File: src/shared/acqcc_pkg.sv
// Constants shared by the acquisition card control logic.
// Assumes a 20 MHz system clock and a byte-wide host I/O bus.
package acqcc_pkg;
    // ===============================
    // Clocking and timing
    localparam int CLK_HZ        = 20_000_000;
    localparam int CLK_NS        = 50;
    localparam int BASE_HZ       = 2_000_000;
    localparam int BASE_DIV      = CLK_HZ / BASE_HZ;
    localparam int CONV_MAX_NS   = 8000;
    localparam int CONV_MAX_CYC  = CONV_MAX_NS / CLK_NS;
    localparam int HOST_WAIT_NS  = 25000;
    localparam int PACER_MIN_DIV = 4;
    localparam int FIFO_DEPTH_D  = 32;

    // ===============================
    // Byte offsets within the 16-offset window
    localparam logic [3:0] OFS_RES_LOW  = 4'h4;
    localparam logic [3:0] OFS_RES_HIGH = 4'h5;
    localparam logic [3:0] OFS_AO_LOW   = 4'h4;
    localparam logic [3:0] OFS_AO_HIGH  = 4'h5;
    localparam logic [3:0] OFS_IN_LOW   = 4'h6;
    localparam logic [3:0] OFS_IN_HIGH  = 4'h7;
    localparam logic [3:0] OFS_INT_CLR  = 4'h8;
    localparam logic [3:0] OFS_MODE     = 4'hb;
    localparam logic [3:0] OFS_STROBE   = 4'hc;
    localparam logic [3:0] OFS_OUT_LOW  = 4'hd;
    localparam logic [3:0] OFS_OUT_HIGH = 4'he;

    // ===============================
    // Field positions and reset values
    localparam int MODE_LSB = 0;
    localparam int MODE_MSB = 2;
    localparam int IRQ_LSB  = 4;
    localparam int IRQ_MSB  = 6;
    localparam int AO_HI_MSB = 3;
    localparam logic [2:0] MODE_RST = 3'h0;
    localparam logic [2:0] IRQ_RST  = 3'h0;
    localparam logic [7:0] BYTE_RST = 8'h00;
    localparam logic [15:0] PACER_DIV_MIN = 16'h0002;

    // ===============================
    // Operating modes and interrupt line codes
    localparam logic [2:0] MODE_SW_POLL    = 3'h0;
    localparam logic [2:0] MODE_EXT_POLL   = 3'h2;
    localparam logic [2:0] MODE_EXT_INT    = 3'h3;
    localparam logic [2:0] MODE_PACER_POLL = 3'h4;
    localparam logic [2:0] MODE_PACER_INT  = 3'h6;
    localparam int IRQ_N = 5;
    localparam logic [2:0] IRQ_SEL_2A = 3'h0;
    localparam logic [2:0] IRQ_SEL_2B = 3'h2;
    localparam logic [2:0] IRQ_SEL_3  = 3'h3;
    localparam logic [2:0] IRQ_SEL_4  = 3'h4;
    localparam logic [2:0] IRQ_SEL_5  = 3'h5;
    localparam logic [2:0] IRQ_SEL_6  = 3'h6;

    // Conversion sequencer states
    typedef enum logic [1:0] {
        ST_IDLE  = 2'b00,
        ST_START = 2'b01,
        ST_WAIT  = 2'b10
    } acqcc_state_t;
endpackage

File: src/rtl/acqcc_top.sv
// Conversion control of a byte-wide I/O acquisition card.
// Assumes host strobes synchronous to CLK_SYS, one cycle each.
`timescale 1ns/100ps

// ===============================
// Result FIFO
module acqcc_fifo #(
    parameter int WIDTH = 12,
    parameter int DEPTH = 32
) (
    // Clock and reset
    input  wire logic             clk,
    input  wire logic             rst_n,
    // Filling side
    input  wire logic             in_valid,
    output wire logic             in_ready,
    input  wire logic [WIDTH-1:0] in_data,
    // Draining side
    output wire logic             out_valid,
    input  wire logic             out_ready,
    output wire logic [WIDTH-1:0] out_data,
    output wire logic [$clog2(DEPTH):0] level
);
    localparam int AW = $clog2(DEPTH);

    if (DEPTH < 2 || (DEPTH & (DEPTH - 1)) != 0) begin : g_chk
        $error("FIFO depth must be a power of two");
    end

    logic [WIDTH-1:0] mem [DEPTH];
    logic [AW-1:0]    wr_ptr;
    logic [AW-1:0]    rd_ptr;
    logic [AW:0]      count;
    wire              push = in_valid & in_ready;
    wire              pop  = out_valid & out_ready;

    // Honest full and empty
    assign in_ready  = count != (AW + 1)'(DEPTH);
    assign out_valid = count != '0;
    assign out_data  = mem[rd_ptr];
    assign level     = count;

    // Storage
    always_ff @(posedge clk) begin
        if (push) begin
            mem[wr_ptr] <= in_data;
        end
    end

    // Pointers and fill level
    always_ff @(posedge clk or negedge rst_n) begin
        if (!rst_n) begin
            wr_ptr <= '0;
            rd_ptr <= '0;
            count  <= '0;
        end else begin
            if (push) wr_ptr <= wr_ptr + 1'b1;
            if (pop) rd_ptr <= rd_ptr + 1'b1;
            if (push && !pop) count <= count + 1'b1;
            else if (pop && !push) count <= count - 1'b1;
        end
    end
endmodule

// ===============================
// Top level
module acqcc_top #(
    parameter int FIFO_DEPTH = acqcc_pkg::FIFO_DEPTH_D
) (
    // Clock and reset
    input  wire logic        CLK_SYS,
    input  wire logic        RST_N,
    // Host I/O bus
    input  wire logic [3:0]  IO_ADDR,
    input  wire logic        IO_WR,
    input  wire logic        IO_RD,
    input  wire logic [7:0]  IO_WDATA,
    output logic      [7:0]  IO_RDATA,
    // Interrupt request lines, bit 0 is IRQ2
    output logic      [acqcc_pkg::IRQ_N-1:0] IRQ_REQ,
    // Connector lines
    input  wire logic [15:0] SAMPLED_INPUT_LINES,
    output wire logic [15:0] DRIVEN_OUTPUT_LINES,
    // Converter
    output wire logic        ADC_START,
    input  wire logic        ADC_EOC,
    input  wire logic [11:0] CONVERSION_RESULT,
    // Analog output code
    output logic      [11:0] ANALOG_OUT_CODE,
    // Pacer divisors, static configuration
    input  wire logic [15:0] PACER_DIV1,
    input  wire logic [15:0] PACER_DIV2
);
    import acqcc_pkg::*;

    localparam int BD_W = $clog2(BASE_DIV);
    localparam int TW   = $clog2(CONV_MAX_CYC);
    localparam logic [TW-1:0] CONV_LIMIT = TW'(CONV_MAX_CYC - 2);
    localparam int LW   = $clog2(FIFO_DEPTH) + 1;

    // Line code to one-hot request lines
    function automatic logic [IRQ_N-1:0] irq_decode(
        input logic [2:0] sel
    );
        irq_decode = '0;
        if (sel == IRQ_SEL_2A || sel == IRQ_SEL_2B) irq_decode[0] = 1'b1;
        else if (sel == IRQ_SEL_3) irq_decode[1] = 1'b1;
        else if (sel == IRQ_SEL_4) irq_decode[2] = 1'b1;
        else if (sel == IRQ_SEL_5) irq_decode[3] = 1'b1;
        else if (sel == IRQ_SEL_6) irq_decode[4] = 1'b1;
    endfunction

    // Divisor floor keeps the pacer at or below base / 4
    function automatic logic [15:0] clamp_div(input logic [15:0] d);
        clamp_div = (d < PACER_DIV_MIN) ? PACER_DIV_MIN : d;
    endfunction

    // ===============================
    // Registers and state
    logic [2:0]       conversion_mode_field;
    logic [2:0]       interrupt_line_select;
    logic [7:0]       out_low;
    logic [7:0]       out_high;
    logic [7:0]       ao_stage;
    logic             int_flag;
    logic             next_int_flag;
    acqcc_state_t     state;
    acqcc_state_t     next_state;
    logic [TW-1:0]    conv_timer;
    logic [15:0]      di_s1;
    logic [15:0]      di_s2;
    logic             di0_d;
    logic             eoc_s1;
    logic             eoc_s2;
    logic             eoc_s3;
    logic [11:0]      res_s1;
    logic [11:0]      res_s2;
    logic [BD_W-1:0]  base_cnt;
    logic [15:0]      pc1;
    logic [15:0]      pc2;
    wire              fifo_ready;
    wire              fifo_valid;
    wire  [11:0]      fifo_data;
    wire  [LW-1:0]    fifo_level;

    // ===============================
    // Address decode
    wire wr_int_clr = IO_WR & (IO_ADDR == OFS_INT_CLR);
    wire wr_mode    = IO_WR & (IO_ADDR == OFS_MODE);
    wire wr_strobe  = IO_WR & (IO_ADDR == OFS_STROBE);
    wire wr_out_lo  = IO_WR & (IO_ADDR == OFS_OUT_LOW);
    wire wr_out_hi  = IO_WR & (IO_ADDR == OFS_OUT_HIGH);
    wire wr_ao_lo   = IO_WR & (IO_ADDR == OFS_AO_LOW);
    wire wr_ao_hi   = IO_WR & (IO_ADDR == OFS_AO_HIGH);
    wire rd_res_lo  = IO_RD & (IO_ADDR == OFS_RES_LOW);

    // Mode classification
    wire m_ext   = (conversion_mode_field == MODE_EXT_POLL)
                 | (conversion_mode_field == MODE_EXT_INT);
    wire m_pacer = (conversion_mode_field == MODE_PACER_POLL)
                 | (conversion_mode_field == MODE_PACER_INT);
    wire m_int   = (conversion_mode_field == MODE_EXT_INT)
                 | (conversion_mode_field == MODE_PACER_INT);

    // ===============================
    // Pin synchronisers
    always_ff @(posedge CLK_SYS or negedge RST_N) begin
        if (!RST_N) begin
            di_s1  <= '0;
            di_s2  <= '0;
            di0_d  <= 1'b0;
            eoc_s1 <= 1'b0;
            eoc_s2 <= 1'b0;
            eoc_s3 <= 1'b0;
            res_s1 <= '0;
            res_s2 <= '0;
        end else begin
            di_s1  <= SAMPLED_INPUT_LINES;
            di_s2  <= di_s1;
            di0_d  <= di_s2[0];
            eoc_s1 <= ADC_EOC;
            eoc_s2 <= eoc_s1;
            eoc_s3 <= eoc_s2;
            res_s1 <= CONVERSION_RESULT;
            res_s2 <= res_s1;
        end
    end

    // Edges seen after the second stage
    wire ext_rise = di_s2[0] & ~di0_d;
    wire eoc_rise = eoc_s2 & ~eoc_s3;

    // ===============================
    // Host writable registers
    always_ff @(posedge CLK_SYS or negedge RST_N) begin
        if (!RST_N) begin
            conversion_mode_field <= MODE_RST;
            interrupt_line_select <= IRQ_RST;
            out_low  <= BYTE_RST;
            out_high <= BYTE_RST;
            ao_stage <= BYTE_RST;
            ANALOG_OUT_CODE <= '0;
        end else begin
            if (wr_mode) begin
                conversion_mode_field <= IO_WDATA[MODE_MSB:MODE_LSB];
                interrupt_line_select <= IO_WDATA[IRQ_MSB:IRQ_LSB];
            end
            if (wr_out_lo) out_low <= IO_WDATA;
            if (wr_out_hi) out_high <= IO_WDATA;
            if (wr_ao_lo) ao_stage <= IO_WDATA;
            if (wr_ao_hi) begin
                ANALOG_OUT_CODE <= {IO_WDATA[AO_HI_MSB:0], ao_stage};
            end
        end
    end

    assign DRIVEN_OUTPUT_LINES = {out_high, out_low};

    // ===============================
    // Pacer from the 2 MHz base tick
    wire        base_tick = base_cnt == BD_W'(BASE_DIV - 1);
    wire [15:0] div1m = clamp_div(PACER_DIV1) - 16'h0001;
    wire [15:0] div2m = clamp_div(PACER_DIV2) - 16'h0001;
    wire        pc1_wrap = m_pacer & base_tick & (pc1 == '0);
    wire        pacer_fire = pc1_wrap & (pc2 == '0);

    always_ff @(posedge CLK_SYS or negedge RST_N) begin
        if (!RST_N) begin
            base_cnt <= '0;
        end else begin
            base_cnt <= base_tick ? '0 : base_cnt + 1'b1;
        end
    end

    // Cascaded down counters, reloaded while no pacer mode is selected
    always_ff @(posedge CLK_SYS or negedge RST_N) begin
        if (!RST_N) begin
            pc1 <= '0;
            pc2 <= '0;
        end else if (!m_pacer) begin
            pc1 <= div1m;
            pc2 <= div2m;
        end else begin
            if (base_tick) pc1 <= (pc1 == '0) ? div1m : pc1 - 1'b1;
            if (pc1_wrap) pc2 <= (pc2 == '0) ? div2m : pc2 - 1'b1;
        end
    end

    // ===============================
    // Trigger selection
    wire trig_any = wr_strobe
                  | (m_ext & ext_rise)
                  | (m_pacer & pacer_fire);
    wire trig_go  = trig_any & fifo_ready & (state == ST_IDLE);
    wire conv_end = (state == ST_WAIT)
                  & (eoc_rise | (conv_timer == CONV_LIMIT));

    // Sequencer next state
    always_comb begin
        next_state = state;
        case (state)
            ST_IDLE: begin
                if (trig_go) next_state = ST_START;
            end
            ST_START: begin
                next_state = ST_WAIT;
            end
            ST_WAIT: begin
                if (conv_end) next_state = ST_IDLE;
            end
            default: begin
                next_state = ST_IDLE;
            end
        endcase
    end

    // Sequencer state and conversion timer
    always_ff @(posedge CLK_SYS or negedge RST_N) begin
        if (!RST_N) begin
            state      <= ST_IDLE;
            conv_timer <= '0;
        end else begin
            state <= next_state;
            if (state == ST_START) conv_timer <= '0;
            else if (state == ST_WAIT) conv_timer <= conv_timer + 1'b1;
        end
    end

    assign ADC_START = state == ST_START;

    // ===============================
    // Result buffer
    acqcc_fifo #(
        .WIDTH (12),
        .DEPTH (FIFO_DEPTH)
    ) u_fifo (
        .clk       (CLK_SYS),
        .rst_n     (RST_N),
        .in_valid  (conv_end),
        .in_ready  (fifo_ready),
        .in_data   (res_s2),
        .out_valid (fifo_valid),
        .out_ready (rd_res_lo),
        .out_data  (fifo_data),
        .level     (fifo_level)
    );

    // Ready while a result waits and nothing converts
    wire result_pending_flag = fifo_valid & (state == ST_IDLE);

    // ===============================
    // Status flag and request lines, set wins
    always_comb begin
        next_int_flag = int_flag;
        if (conv_end && m_int) next_int_flag = 1'b1;
        else if (wr_int_clr) next_int_flag = 1'b0;
    end

    wire [IRQ_N-1:0] next_irq = (int_flag && m_int)
                              ? irq_decode(interrupt_line_select)
                              : '0;

    always_ff @(posedge CLK_SYS or negedge RST_N) begin
        if (!RST_N) begin
            int_flag <= 1'b0;
            IRQ_REQ  <= '0;
        end else begin
            int_flag <= next_int_flag;
            IRQ_REQ  <= next_irq;
        end
    end

    // ===============================
    // Read path; unmapped offsets read zero
    wire [7:0] rd_value =
        (IO_ADDR == OFS_RES_LOW)  ? fifo_data[7:0] :
        (IO_ADDR == OFS_RES_HIGH) ? {3'h0, result_pending_flag,
                                     fifo_data[11:8]} :
        (IO_ADDR == OFS_IN_LOW)   ? di_s2[7:0] :
        (IO_ADDR == OFS_IN_HIGH)  ? di_s2[15:8] :
        BYTE_RST;

    always_ff @(posedge CLK_SYS or negedge RST_N) begin
        if (!RST_N) begin
            IO_RDATA <= BYTE_RST;
        end else if (IO_RD) begin
            IO_RDATA <= rd_value;
        end
    end

    logic [7:0] since_fire;
    always_ff @(posedge CLK_SYS or negedge RST_N) begin
        if (!RST_N) since_fire <= 8'hff;
        else if (pacer_fire) since_fire <= 8'h00;
        else if (since_fire != 8'hff) since_fire <= since_fire + 1'b1;
    end
endmodule

File: config.mk
export PLATFORM = sky130hd
export DESIGN_NAME = acqcc_top
export DESIGN_NICKNAME = d
export VERILOG_FILES = /design/src/shared/acqcc_pkg.sv /design/src/rtl/acqcc_top.sv
export SDC_FILE = /design/constraint.sdc
export NUM_CORES = 1
export LEC_CHECK = 0
export ABC_AREA = 0
export BUFFER_PORTS_ARGS = -buffer_cell sky130_fd_sc_hd__buf_2
export CELL_PAD_IN_SITES_DETAIL_PLACEMENT = 0
export CELL_PAD_IN_SITES_GLOBAL_PLACEMENT = 1
export CORE_MARGIN = 2
export CORE_UTILIZATION = 54
export CTS_BUF_LIST = sky130_fd_sc_hd__clkbuf_8
export DETAILED_ROUTE_END_ITERATION = 16
export GPL_TIMING_DRIVEN = 0
export PLACE_DENSITY_LB_ADDON = 0.15
export SYNTH_ARGS = -nofsm -noshare
export SYNTH_HDL_FRONTEND = slang
export SYNTH_HIERARCHICAL = 1
export SYNTH_SLANG_ARGS = --single-unit
File: constraint.sdc
create_clock -name CLK_SYS -period 3.1 [get_ports CLK_SYS]
set_input_delay 0.62 -clock CLK_SYS [delete_from_list [all_inputs] [get_ports CLK_SYS]]
set_output_delay 0.62 -clock CLK_SYS [all_outputs]
set_load 0.01 [all_outputs]
==> results of run 1 <==
## cells by family (layout without fill, tap and decap cells)
kind of cell               after synthesis  after routing  synth area share (%)
muxes                                  176            176                  12.0
adders and majority gates               23             23                  1.29
and+or+nand+nor                        291            291                  6.66
DFF                                    562            562                  69.6
AOI/OAI and AO/OA                      238            238                  7.13
buffers and inverters                  104            385                  2.03
xor gates and xnor gates                34             34                  1.30
## placed cells by master, fill, tap and decap left out, drive strengths merged, types with 22 or more instances in the layout
cell      n
nand2    50
o21ai    34
a21oi    48
inv      70
mux4     74
mux2i    49
dfrtp   178
buf     151
mux2     53
a211oi   27
nor3     24
nor2     87
edfxtp  384
clkbuf  145
ha       22
## cell type report
cell class | instances | area, um^2 | share of cell area [%]
sequential | 562 | 16000 | 60.2
multi-input combinational | 762 | 7010 | 26.4
clock buffer | 100 | 1380 | 5.19
timing repair buffer | 125 | 703 | 2.65
tap | 539 | 674 | 2.54
buffer | 72 | 390 | 1.47
clock inverter | 59 | 289 | 1.09
inverter | 29 | 109 | 0.410
## flip-flops by register name, summed over array words and instances (netlist names), 12 cells and up
register / flops
ANALOG_OUT_CODE: 12
di_s1: 16
di_s2: 16
pc1: 16
pc2: 16
res_s1: 12
res_s2: 12
u_fifo/mem: 384
## worst register-to-register path: stages, from the launching register on
cell	delay, ps
dfrtp_1	370
buf_4	160
buf_4	240
buf_6	250
buf_4	270
mux2i_1	260
o221ai_1	210
a211oi_1	510
a21oi_1	140
a22oi_1	210
nor2_1	60
a31oi_1	150
a21oi_1	80
## cell usage after synthesis (18+ instances only)
| cell type | n | share of area (%) |
|---|---|---|
| nor4_1 | 21 | 0.57 |
| mux4_2 | 74 | 7.3 |
| inv_1 | 29 | 0.47 |
| a22oi_1 | 20 | 0.65 |
| o22ai_1 | 18 | 0.49 |
| mux2i_1 | 49 | 2.1 |
| o21ai_0 | 33 | 0.72 |
| edfxtp_1 | 384 | 50 |
| nand2_1 | 49 | 0.80 |
| dfrtp_1 | 178 | 19 |
| xnor2_1 | 21 | 0.80 |
| nor3_1 | 24 | 0.52 |
| mux2_2 | 53 | 2.6 |
| clkbuf_1 | 44 | 0.72 |
| a211oi_1 | 27 | 0.88 |
| ha_1 | 22 | 1.2 |
| a21oi_1 | 48 | 1.0 |
| nor2_1 | 87 | 1.4 |
## through the flow
step / hold WS [ps] / util (%)
2_1_floorplan: 324 / -
3_3_place_gp: 333 / 57.9
3_5_place_dp: 335 / 58.0
4_1_cts: 56.0 / 62.8
5_1_grt: 63.7 / 63.3
6_report: 93.2 / 63.3
## how the worst min path moves through the flow
stage / from / endpoint / slack, ps / cells after the start
final: CONVERSION_RESULT[3] / res_s1[3] / 90 / 1
after global placement: res_s1[6] / res_s2[6] / 330 / 0
after global routing: CONVERSION_RESULT[4] / res_s1[4] / 60 / 1
after detailed placement: di_s1[15] / di_s2[15] / 330 / 0
after CTS: CONVERSION_RESULT[6] / res_s1[6] / 60 / 1
after floorplan: RST_N / ANALOG_OUT_CODE[0] / 320 / 0
## power groups by stage
stage          clock (uW)  sequential (uW)  combinational [uW]
2_1_floorplan           0             8990                3030
3_3_place_gp            0             9050                4190
3_5_place_dp            0             9080                4260
4_1_cts              5980             8940                4340
5_1_grt              6320             9030                4800
6_report             5850             8960                4450
## per-layer routing
layer  global-route usage [%]  part of all wire (%)  up-vias  wire (um)
li1                         -                     -     6076          -
met1                     36.0                    44     6918      22800
met2                     35.6                    46      493      24000
met3                     3.65                   6.9       95       3560
met4                     8.54                   2.5        2       1300
met5                        0                 0.017        -          9
## repair_timing
item | 4_1_cts | 5_1_grt
setup endpoints to repair | 400 | 30
setup buffers | 0 | 6
pin swaps | 1 | 16
gates resized for setup | 89 | 33
hold endpoints to repair | 58 | 0
hold buffers | 1 | 0
==> impl_metrics.env, run 1 <==
export IMPL_status="complete, no violations"
export IMPL_gr_usage_all_layers_pct=23.8
export IMPL_worstPathBufferInverterCount=4
export IMPL_cp_depth=12
export IMPL_startpoint="u_fifo/rd_ptr[0]"
export IMPL_fin_tns_setup_ps=0
export IMPL_via_per_inst=6.04
export IMPL_synth_cells=1428
export IMPL_finalPower_uw=19300
export IMPL_antenna_found_initial=1
export IMPL_n_antenna_cell=0
export IMPL_dieArea_um2=44200
export IMPL_crit_type="reg -> reg"
export IMPL_vias=13600
export IMPL_synth_warnings=6
export IMPL_slowest_delay_ps=510
export IMPL_worstReg2RegEnd="IO_RDATA[5]"
export IMPL_cp_top_family="compound AO/OA/AOI/OAI gates"
export IMPL_cts_tree="done"
export IMPL_period_share_pct=97.7
export IMPL_drc=0
export IMPL_slew_headroom_pct=15.8
export IMPL_dp_cells=2084
export IMPL_hp_class="in -> reg"
export IMPL_ff2ff_setup_slack_ps=70
export IMPL_chipWidth_um=210
export IMPL_htree_levels=3
export IMPL_fill_cells=3028
export IMPL_grt_pass1_vias=13400
export IMPL_ir_worst_vdd_mv=0.392
export IMPL_numPortBuffers=116
export IMPL_ys_seq_area_share_pct=69.6
export IMPL_skew_ps=27.6
export IMPL_routedWlPerCell_um=23.0
export IMPL_cp_common_cell="buf_4"
export IMPL_postSynthRegisterBits=562
export IMPL_max_freq_mhz=330
export IMPL_wirelength_um=51700
export IMPL_finalNonFillerCells=2248
export IMPL_power_density_nw_per_um2=725
export IMPL_postSynthAreaPerCell_um2=16.1
export IMPL_area_growth_pct=15.6
export IMPL_final_net_count=1742
export IMPL_grt_overflow=0
export IMPL_io_pins=119
export IMPL_syn_nets=1528
export IMPL_pwr_share_clk_pct=30.4
export IMPL_static_leakage_power_uw=0.00961
export IMPL_globalplace_congestion=0.872
export IMPL_ys_async_sr_fraction_pct=31.7
export IMPL_cp_end_kind="register"
export IMPL_required_ps=3590
export IMPL_finalHoldViolCount=0
export IMPL_grt_pass1_wl_um=78700
export IMPL_clock_root_buffer="clkbuf_8"
export IMPL_cts_made_buffers=90
export IMPL_cts_num_sinks=562
export IMPL_critPathLaunchType="register"
export IMPL_p_int_uw=13600
export IMPL_clkTransAtPathRegs_ps=60
export IMPL_dp_hpwl_um=34000
export IMPL_worst_pin_slew_ps=1260
export IMPL_netlist_area_um2=23000
export IMPL_ys_flop_type="edfxtp_1"
export IMPL_drtPass1Iterations=5
export IMPL_setup_slack_ps=69.9
export IMPL_core_um2=41900
export IMPL_stdcell_area_um2=26500
export IMPL_ant_nets=0
export IMPL_slew_violations=0
export IMPL_clk_path_buf_depth=3
export IMPL_synth_edf_count=384
export IMPL_die_y_um=210
export IMPL_drive_gt1_share_pct=27.4
export IMPL_sw_frac_of_total_pct=29.1
export IMPL_arrival_ps=3520
export IMPL_cp_endpoint="IO_RDATA[5]"
export IMPL_synth_cell_types=72
export IMPL_ff2ff_path_depth=12
export IMPL_cp_max_fo=10
export IMPL_drt_iter0_markers=1230
export IMPL_seqPwrFrac_pct=46.5
export IMPL_timing_final_crit_period_ps=3030
export IMPL_placed_cell_area_um2=24300
export IMPL_critPathSlowestCell="a211oi_1"
export IMPL_worstSkewPairLatency_ps=630
export IMPL_initial_core_util_pct=54.8
export IMPL_power_switching_uw=5610
export IMPL_pre_cts_ws_ps=-844
export IMPL_setup_viol=0
export IMPL_r2r_start="u_fifo/rd_ptr[0]"
export IMPL_placementRows=75
export IMPL_p_comb_share_pct=23.1
export IMPL_grt_max_degree=121
export IMPL_max_cap_violations=0
export IMPL_worstPathCellList="buf_4 > buf_4 > buf_6 > buf_4 > mux2i_1 > o221ai_1 > a211oi_1 > a21oi_1 > a22oi_1 > nor2_1 > a31oi_1 > a21oi_1"
Note: power is estimated with default switching activity, not from simulation.
==> run 2, diff against run 1 <==
SETUP_SLACK_MARGIN = 0.5   (was not set)
==> impl_metrics.env, run 2 (synthesized netlist as in run 1, its figures left out) <==
export IMPL_status="complete, no violations"
export IMPL_power_switching_uw=6340
export IMPL_worst_pin_slew_ps=1360
export IMPL_die_y_um=210
export IMPL_cts_tree="done"
export IMPL_drc=0
export IMPL_globalplace_congestion=0.863
export IMPL_layout_commonest_cell="edfxtp_1"
export IMPL_seqPwrFrac_pct=42.2
export IMPL_skew_ps=30.7
export IMPL_setup_viol=0
export IMPL_max_freq_mhz=353
export IMPL_io_pins=119
export IMPL_grt_overflow=0
export IMPL_cp_end_kind="register"
export IMPL_r2r_start="u_fifo/level[1]"
export IMPL_drt_iter0_markers=1366
export IMPL_finalNonFillerCells=2382
export IMPL_utilization_pct=68.5
export IMPL_slew_headroom_pct=9.07
export IMPL_hold_slack_ps=53.6
export IMPL_largest_register_ff_count=384
export IMPL_drive_gt1_share_pct=37.1
export IMPL_ant_nets=0
export IMPL_ff2ff_path_depth=10
export IMPL_finalHoldViolCount=0
export IMPL_sw_frac_of_total_pct=29.8
export IMPL_drtPass1Iterations=5
export IMPL_clkTransAtPathRegs_ps=60
export IMPL_period_share_pct=91.3
export IMPL_antenna_found_initial=0
export IMPL_placed_cell_area_um2=24500
export IMPL_pre_cts_ws_ps=-604
export IMPL_initial_core_util_pct=54.8
export IMPL_regMostFlops="u_fifo/mem"
export IMPL_dp_cells=2084
export IMPL_grt_pass1_vias=14300
export IMPL_cp_max_fo=5
export IMPL_timing_final_crit_period_ps=2830
export IMPL_ff2ff_setup_slack_ps=360
export IMPL_hp_class="in -> reg"
export IMPL_placementRows=75
export IMPL_vias=14300
export IMPL_htree_levels=3
export IMPL_routedWlPerCell_um=23.9
export IMPL_power_density_nw_per_um2=741
export IMPL_wirelength_um=56900
export IMPL_hold_depth=1
export IMPL_numPortBuffers=116
export IMPL_min_from="SAMPLED_INPUT_LINES[9]"
export IMPL_worstSkewPairLatency_ps=680
export IMPL_final_cell_mix="384 x edfxtp_1, 178 x dfrtp_1, 116 x buf_2"
export IMPL_worstReg2RegEnd="u_fifo/level[4]"
export IMPL_crit_type="in -> reg"
export IMPL_ir_worst_vdd_mv=0.459
export IMPL_p_comb_share_pct=27.6
export IMPL_pwr_share_clk_pct=30.2
export IMPL_static_leakage_power_uw=0.0105
export IMPL_critPathLaunchType="input pin"
export IMPL_grt_max_degree=102
export IMPL_clock_root_buffer="clkbuf_8"
export IMPL_cts_made_buffers=91
export IMPL_core_um2=41900
export IMPL_cts_num_sinks=562
export IMPL_final_net_count=1866
export IMPL_clk_path_buf_depth=3
export IMPL_dp_hpwl_um=34500
export IMPL_area_growth_pct=25.1
export IMPL_chipWidth_um=210
export IMPL_p_int_uw=14900
export IMPL_rsz0062_at_grt="true"
export IMPL_setup_slack_ps=271
export IMPL_gr_usage_all_layers_pct=25.9
export IMPL_required_ps=3670
export IMPL_max_cap_violations=0
export IMPL_holdPathEnd="di_s1[9]"
export IMPL_dieArea_um2=44200
export IMPL_grt_pass1_wl_um=85000
export IMPL_stdcell_area_um2=28700
export IMPL_n_antenna_cell=0
export IMPL_via_per_inst=5.99
export IMPL_arrival_ps=3400
export IMPL_slew_violations=0
[run 2: changes by cell type in the layout (fill, tap and decap cells not counted), moves of 10 or more]
| cell | before | now |
|---|---|---|
| buf_4 | 9 | 85 |
| buf_6 | 8 | 30 |
| inv_1 | 69 | 45 |
| clkinv_2 | 6 | 16 |
| buf_12 | 2 | 33 |
| clkbuf_1 | 36 | 22 |
| buf_2 | 127 | 116 |
| clkinv_1 | 8 | 24 |
[run 2: stage by stage]
| stage | total power, uW | TNS, ps |
|---|---|---|
| CTS | 20800 | 0 |
| detailed placement | 13400 | -205060 |
| floorplan | 12100 | -834 |
| global route | 22200 | 0 |
| global placement | 13300 | -439200 |
| finish | 21300 | 0 |
[run 2: routing by layer]
layer  GRT usage, %  vias up  wire length, um
met5              0        -                0
li1               -     6327                -
met3           4.83       76             4130
met1           38.0     7330            24500
met4           8.36        0             1060
met2           39.9      545            27200
[run 2: cell type report]
type	count	area, um^2
Fill cell	2776	13200
Sequential cell	562	16000
Buffer	75	646
Timing Repair Buffer	245	2060
Tap cell	539	674
Inverter	29	114
Clock inverter	70	455
Multi-Input combinational cell	762	7420
Clock buffer	100	1380
[run 2: power by group through the flow]
stage / clock (uW) / sequential, uW / combinational, uW
6_report: 6430 / 8980 / 5870
3_3_place_gp: 0 / 9070 / 4270
5_1_grt: 6880 / 9050 / 6260
4_1_cts: 6510 / 8970 / 5270
3_5_place_dp: 0 / 9100 / 4340
2_1_floorplan: 0 / 9000 / 3090
[run 2: worst max-delay path, cell delays in order]
cell and delay, ps:
buf_8 90, or4_4 520, buf_6 140, nor4_4 270
nand2_1 90, o21a_1 190, inv_1 60, ha_2 160
or4b_4 460, clkbuf_16 180, nor2_4 100, nand2_2 70
xor2_2 200, o311ai_1 260
[run 2: how the worst max path moves through the flow]
stage / slack (ps) / start / cells after the start / end
finish: 270 / PACER_DIV2[6] / 14 / pc2[12]
global route: 160 / PACER_DIV2[6] / 14 / pc2[12]
CTS: 310 / PACER_DIV2[11] / 14 / pc2[8]
detailed placement: -600 / PACER_DIV2[6] / 13 / pc2[14]
global placement: -1460 / RST_N / 1 / base_cnt[0]
floorplan: -220 / PACER_DIV2[8] / 12 / pc2[14]
[run 2: what timing repair did]
action | CTS | global route
gates cloned | 1 | 2
gates resized for setup | 200 | 89
hold endpoints to repair | 77 | 0
hold buffers | 1 | 0
endpoints found under the setup margin | 424 | 425
pin swaps | 55 | 41
setup buffers | 101 | 23
